[src/pkg/pmic_defs.svh]
// Register offsets, field positions and reset values for the PMU register block
`ifndef PMIC_DEFS_SVH
`define PMIC_DEFS_SVH
`define PMIC_ADDR_STATUS_FIRST   8'h00
`define PMIC_ADDR_OVL_STATUS     8'h01
`define PMIC_ADDR_IRQ_EN_FIRST   8'h02
`define PMIC_ADDR_IRQ_EN_SECOND  8'h03
`define PMIC_ADDR_CHG_CTRL0      8'h04
`define PMIC_UNMAPPED_READ       8'hFF
`define PMIC_RST_OVL_STATUS      8'h00
`define PMIC_RST_IRQ_EN_FIRST    8'h00
`define PMIC_RST_IRQ_EN_SECOND   8'h00
`define PMIC_RST_CHG_CTRL0       8'h02
`define PMIC_EN_FIRST_WMASK      8'hFE
`define PMIC_CHG_CTRL0_WMASK     8'h7F
`define PMIC_SUPPLY_FLAG_MASK    8'h0E
`define PMIC_IRQ_BIT             0
`define PMIC_BAT_SCALE_BIT       6
`define PMIC_AC_SCALE_BIT        5
`define PMIC_TIMER_MSB           4
`define PMIC_TIMER_LSB           2
`define PMIC_EXT_GATE_BIT        1
`define PMIC_CHG_ON_BIT          0
`endif

[src/pkg/pmic_pkg.sv]
// Types shared by the PMU register block
package pmic_pkg;
    typedef logic [7:0] pmic_byte_t;
    typedef logic [2:0] pmic_timer_t;
endpackage : pmic_pkg

[src/logic/pmic_regs.sv]
// PMU interrupt status, enable and charger control registers
// What this block does
// - Read-only overload status: bits 7..1 switches seven..one, bit 0 converter three.
// - Overload flags set on rise, stay set, clear only on interrupt clear.
// - First enable register, bits 7..1 read-write, bit 0 reserved, reset 0.
// - Second enable register fully read-write, reset 0, one bit per flag.
// - Charger bits 6 and 5 scale battery and adapter limits, 0 full, 1 ninety.
// - Charger bits 4..2 pick fast-charge timer, reset code 000.
// - Charger bit 1 gates external charge control, resets to 1.
// - Charger bit 0 enables charger, resets 0; bit 7 reserved reads 0.
// - Status bit 0 reads 1 while interrupt asserted, 0 after clear.
// - Supply flags in the first group request interrupt on any change.
`include "pmic_defs.svh"
`timescale 1ns/1ps
`default_nettype none
module pmic_regs (
    input  wire logic       clk_i,
    input  wire logic       reset_i,
    input  wire logic [7:0] addr_i,
    input  wire logic       wr_en_i,
    input  wire logic [7:0] wr_data_i,
    input  wire logic       rd_en_i,
    output logic      [7:0] rd_data_o,
    input  wire logic [7:0] first_cond_i,
    input  wire logic [7:0] ovl_cond_i,
    output logic            irq_o,
    output logic            bat_limit_scale_o,
    output logic            ac_limit_scale_o,
    output logic      [2:0] fast_timer_sel_o,
    output logic            ext_charge_gate_o,
    output logic            charger_on_o
);
    // first_cond_i bits 7..1: converter two/one overload, charge complete,
    // charge active, battery, system rail, adapter good; bit 0 unused.
    pmic_pkg::pmic_byte_t first_prev_q, ovl_prev_q;
    pmic_pkg::pmic_byte_t first_flag_q, ovl_flag_q;
    pmic_pkg::pmic_byte_t first_req_q, ovl_req_q;
    pmic_pkg::pmic_byte_t en_first_q, en_second_q, chg_ctrl_q;
    pmic_pkg::pmic_byte_t first_rise, first_chg, first_evt, ovl_rise;
    logic                 irq_q;
    logic                 wr_irq_clr;

    // Writing 0 to the summary bit clears every pending interrupt
    assign wr_irq_clr = wr_en_i && addr_i == `PMIC_ADDR_STATUS_FIRST
                        && !wr_data_i[`PMIC_IRQ_BIT];

    // Edge detection on the raw conditions
    assign first_rise = first_cond_i & ~first_prev_q;
    assign first_chg  = first_cond_i ^ first_prev_q;
    // Supply flags fire on either edge, overload flags on rise only
    assign first_evt  = ((first_chg & `PMIC_SUPPLY_FLAG_MASK)
                      | (first_rise & ~`PMIC_SUPPLY_FLAG_MASK))
                      & 8'hFE;
    assign ovl_rise   = ovl_cond_i & ~ovl_prev_q;

    // Previous condition samples
    always_ff @(posedge clk_i) begin
        if (reset_i) begin
            first_prev_q <= 8'h00;
            ovl_prev_q   <= 8'h00;
        end else begin
            first_prev_q <= first_cond_i;
            ovl_prev_q   <= ovl_cond_i;
        end
    end

    // Sticky overload flags; a new rise in the clear cycle wins
    always_ff @(posedge clk_i) begin
        if (reset_i) begin
            ovl_flag_q <= `PMIC_RST_OVL_STATUS;
        end else if (wr_irq_clr) begin
            ovl_flag_q <= ovl_rise;
        end else begin
            ovl_flag_q <= ovl_flag_q | ovl_rise;
        end
    end

    // First-group overload/complete flags sticky; supply flags live
    always_ff @(posedge clk_i) begin
        if (reset_i) begin
            first_flag_q <= 8'h00;
        end else if (wr_irq_clr) begin
            first_flag_q <= (first_cond_i & `PMIC_SUPPLY_FLAG_MASK)
                          | (first_rise & ~`PMIC_SUPPLY_FLAG_MASK & 8'hFE);
        end else begin
            first_flag_q <= (first_cond_i & `PMIC_SUPPLY_FLAG_MASK)
                          | (first_flag_q & ~`PMIC_SUPPLY_FLAG_MASK)
                          | (first_rise & 8'hFE);
        end
    end

    // Pending requests, kept until the interrupt clear; set wins
    always_ff @(posedge clk_i) begin
        if (reset_i) begin
            first_req_q <= 8'h00;
            ovl_req_q   <= 8'h00;
        end else if (wr_irq_clr) begin
            first_req_q <= first_evt;
            ovl_req_q   <= ovl_rise;
        end else begin
            first_req_q <= first_req_q | first_evt;
            ovl_req_q   <= ovl_req_q | ovl_rise;
        end
    end

    // Summary interrupt from enabled requests only
    always_ff @(posedge clk_i) begin
        if (reset_i) begin
            irq_q <= 1'b0;
        end else begin
            irq_q <= |(first_req_q & en_first_q) | |(ovl_req_q & en_second_q);
        end
    end
    assign irq_o = irq_q;

    // Enable registers; reserved bit 0 of the first stays 0
    always_ff @(posedge clk_i) begin
        if (reset_i) begin
            en_first_q  <= `PMIC_RST_IRQ_EN_FIRST;
            en_second_q <= `PMIC_RST_IRQ_EN_SECOND;
        end else if (wr_en_i) begin
            if (addr_i == `PMIC_ADDR_IRQ_EN_FIRST) begin
                en_first_q <= wr_data_i & `PMIC_EN_FIRST_WMASK;
            end
            if (addr_i == `PMIC_ADDR_IRQ_EN_SECOND) begin
                en_second_q <= wr_data_i;
            end
        end
    end

    // Charger control; bit 7 reserved, masked on write
    always_ff @(posedge clk_i) begin
        if (reset_i) begin
            chg_ctrl_q <= `PMIC_RST_CHG_CTRL0;
        end else if (wr_en_i && addr_i == `PMIC_ADDR_CHG_CTRL0) begin
            chg_ctrl_q <= wr_data_i & `PMIC_CHG_CTRL0_WMASK;
        end
    end

    // Charger outputs straight from the control flops
    assign bat_limit_scale_o = chg_ctrl_q[`PMIC_BAT_SCALE_BIT];
    assign ac_limit_scale_o  = chg_ctrl_q[`PMIC_AC_SCALE_BIT];
    assign fast_timer_sel_o  =
        chg_ctrl_q[`PMIC_TIMER_MSB:`PMIC_TIMER_LSB];
    assign ext_charge_gate_o = chg_ctrl_q[`PMIC_EXT_GATE_BIT];
    assign charger_on_o      = chg_ctrl_q[`PMIC_CHG_ON_BIT];

    // Registered read data; unmapped offsets read all ones
    always_ff @(posedge clk_i) begin
        if (reset_i) begin
            rd_data_o <= 8'h00;
        end else if (rd_en_i) begin
            case (addr_i)
                `PMIC_ADDR_STATUS_FIRST:
                    rd_data_o <= {first_flag_q[7:1], irq_q};
                `PMIC_ADDR_OVL_STATUS:  rd_data_o <= ovl_flag_q;
                `PMIC_ADDR_IRQ_EN_FIRST:  rd_data_o <= en_first_q;
                `PMIC_ADDR_IRQ_EN_SECOND: rd_data_o <= en_second_q;
                `PMIC_ADDR_CHG_CTRL0:   rd_data_o <= chg_ctrl_q;
                default:                rd_data_o <= `PMIC_UNMAPPED_READ;
            endcase
        end
    end
endmodule : pmic_regs
`default_nettype wire

[config.mk]
export PLATFORM = sky130hd
export DESIGN_NAME = pmic_regs
export DESIGN_NICKNAME = d
export VERILOG_FILES = /design/src/pkg/pmic_pkg.sv /design/src/logic/pmic_regs.sv
export VERILOG_INCLUDE_DIRS = /design/src /design/src/pkg
export SDC_FILE = /design/constraint.sdc
export NUM_CORES = 1
export LEC_CHECK = 0
export BUFFER_PORTS_ARGS = -buffer_cell sky130_fd_sc_hd__buf_4
export CAP_MARGIN = 20
export CORE_MARGIN = 3
export CORE_UTILIZATION = 50
export CTS_BUF_LIST = sky130_fd_sc_hd__clkbuf_4 sky130_fd_sc_hd__clkbuf_8
export DETAILED_ROUTE_END_ITERATION = 6
export GPL_TIMING_DRIVEN = 1
export PLACE_DENSITY = 0.78
export SYNTH_ARGS = -nofsm -noshare
export SYNTH_HDL_FRONTEND = slang
export SYNTH_SLANG_ARGS = --single-unit
[constraint.sdc]
create_clock -name clk_i -period 6.4 [get_ports clk_i]
set_clock_uncertainty 0.2 [all_clocks]
set_input_delay 1.6 -clock clk_i [delete_from_list [all_inputs] [get_ports clk_i]]
set_output_delay 1.6 -clock clk_i [all_outputs]
set_load 0.05 [all_outputs]
==> flow_summary.yaml <==
power:
  p_sw_share_pct: 24.54
  leakage_nw: 1.532
  clkPwrFrac_pct: 33.6
  intPower_mw: 0.6888
  seqPwrFrac_pct: 55.7
  power_mw: 0.9127
  powerDensity_nw_per_um2: 258.2
  ir_drop_mv: 0.1276
  power_frac_comb_pct: 10.6
  p_sw_mw: 0.2240
logic_synthesis:
  synth_enable_flop_cells: 0
  synth_area_leaders: "dfxtp_1, mux2i_1, nor2_1, nor2b_1, a21oi_1"
  syn_inst: 309
  synth.ff_latch_count: 76
  ys.flop_type: "dfxtp_1"
  syn_nets: 348
  ys_seq_area_share_pct: 50.60
  yosysUniqueCellTypes: 41
  yosysTopAreaCell: "dfxtp_1"
  yosys_warnings: 0
  syn_area_per_cell_um2: 9.730
  synth-async-reset-ratio_pct: 0
  synth_top_area_share_pct: 50.60
  syn_area_um2: 3007
detailed_routing:
  drtPass1Iterations: 4
  ant_nets: 0
  vias: 2316
  drtIter0Drc: 118
  drc: 0
  via_per_inst: 5.437
  wl_per_cell_um: 14.89
  wl_um: 6345
die:
  coreArea_um2: 5675
  die_w_um: 83.55
  die_h_um: 83.55
  dieArea_um2: 6980
  rows: 27
  ios: 52
  start_util_pct: 52.98
global_route:
  grt_overflow_total: 0
  antenna_found_initial: 0
  track_usage_pct: 19.10
  grt_max_degree: 78
  grt_pass1_wl_um: 10520
  grt_pass1_vias: 2196
critical_path:
  cp.arrival_ps: 3330
  setup.worst_path.end_class: "register"
  slowest_stage: "nor4_4"
  startpoint: "addr_i[5]"
  crit_type: "input port to register"
  required_ps: 6410
  worst-path-max-fanout: 8
  reg2regPathDepth: 3
  slowest_delay_ps: 720
  worst_setup_path_start_kind: "input port"
  reg2reg_from: "en_second_q[7]"
  rr_endpoint: "rd_data_o[7]"
  critPathBufInv: 1
  rrSetupSlack_ps: 5010
  path_delay_family: "simple AND/OR/NAND/NOR gates"
  path_cells: "buf_4 -> or4_4 -> nor4_4 -> mux2i_1 -> nor2_2"
min_path:
  worstHoldPathType: "register to register"
  hold_path_depth: 2
  hold_path_startpoint: "first_req_q[3]"
  min_to: "first_req_q[3]"
timing:
  maxSlewViolCount: 0
  whs_ps: 262.7
  fmax_mhz: 300.8
  rsz0062_at_grt: "no"
  period_needed_ps: 3324
  fin_crit_sh_pct: 51.94
  finalSetupTns_ps: 0
  maxSlewHeadroom_pct: 48.16
  hold_viol: 0
  worst_pin_slew_ps: 771.8
  setup_viol: 0
clocking:
  cts_tree: "done"
  root_buffer: "clkbuf_8"
  clk_latency_ps: 350
  cts-resized-gates: 0
  h-tree-depth: 3
  numCtsBuffers: 9
  cts_buffer_depth: 2
  cts.sinks: 76
  clk_pin_slew_worst_paths_ps: 70
  holdBufCountCts: 0
  post-cts-setup-buffers: 0
finish:
  mostFrequentLayoutCells: "dfxtp_1, nor2_1, buf_4, a21oi_1, nor2b_1"
  layout-drive-gt1-share_pct: 22.88
  layout_commonest_cell: "dfxtp_1"
  nets: 390
  diodes: 0
  syn2layout_area_growth_pct: 17.56
place:
  hpwl_um: 4473
  numPortBuffers: 50
  place_congestion: 0.8031
flow_run:
  cap_violations: 0
outcome:
  outcome: "completed"
cells by family after synthesis:
kind of cell             share of synthesized area (%)
buffers and inverters                            3.620
flip-flops                                       50.60
multiplexers                                     11.57
adder cells (fa/ha/maj)                          1.249
AND/OR/NAND/NOR                                  20.48
AO/OA/AOI/OAI                                    12.49
synth_stat cells, types with 4 or more instances:
cell type  number
a22oi_1         4
nor2_1         52
clkbuf_1       10
nand2_1         8
nor2_2          6
nor2b_1        31
mux2i_1        28
dfxtp_1        76
mux2_2          4
a211oi_1        5
a21oi_1        32
worst reg2reg max path, stage by stage (launching register included):
cell and delay [ps]:
dfxtp_1 330, mux4_2 490, mux2i_1 140, a211oi_1 80
state kept, by name (all words and copies together) (netlist names):
name          cells
first_req_q       7
en_first_q        7
first_prev_q      7
rd_data_o         8
ovl_flag_q        8
irq_o             1
ovl_prev_q        8
en_second_q       8
ovl_req_q         8
chg_ctrl_q        7
first_flag_q      7
stage by stage:
stage	setup WS (ps)	instance area, um2	util, %	instances
after floorplan	3074	3007	-	309
after global placement	2737	3374	59.46	412
after detailed placement	2719	3374	59.46	412
after global routing	2984	3535	62.28	426
after CTS	3090	3535	62.28	426
final	3076	3535	62.28	426
how the worst max path moves through the flow:
| stage | end | slack, ps | depth (start not counted) |
|---|---|---|---|
| after floorplan | ovl_flag_q[4] | 3070 | 6 |
| after global placement | chg_ctrl_q[5] | 2740 | 5 |
| after detailed placement | chg_ctrl_q[3] | 2720 | 5 |
| after CTS | chg_ctrl_q[3] | 3090 | 5 |
| after global routing | chg_ctrl_q[3] | 2980 | 5 |
| final | chg_ctrl_q[3] | 3080 | 5 |
per-layer routing:
metal / up-vias / global-route usage, % / routed length [um]
li1: 1159 / - / -
met1: 1072 / 24.07 / 2935
met2: 75 / 30.10 / 2829
met3: 10 / 4.146 / 435
met5: - / 0 / 0
met4: 0 / 11.11 / 144
power groups by stage:
stage,logic (mW),clock network [mW],registers [mW]
after floorplan,0.0504,0,0.528
after detailed placement,0.0975,0,0.519
after CTS,0.0978,0.319,0.508
after global placement,0.0952,0,0.518
final,0.0972,0.307,0.509
after global routing,0.108,0.331,0.511
area by class of cell:
type	instances	area, um2
flip-flops and latches	76	1521
repair buffers	50	375.4
multi-input cells	211	1376
clock inverters	3	15.01
fillers	502	2141
inverters	3	11.26
well taps	72	90.09
clock buffers	11	145.1
Note: power is estimated with default switching activity, not from simulation.
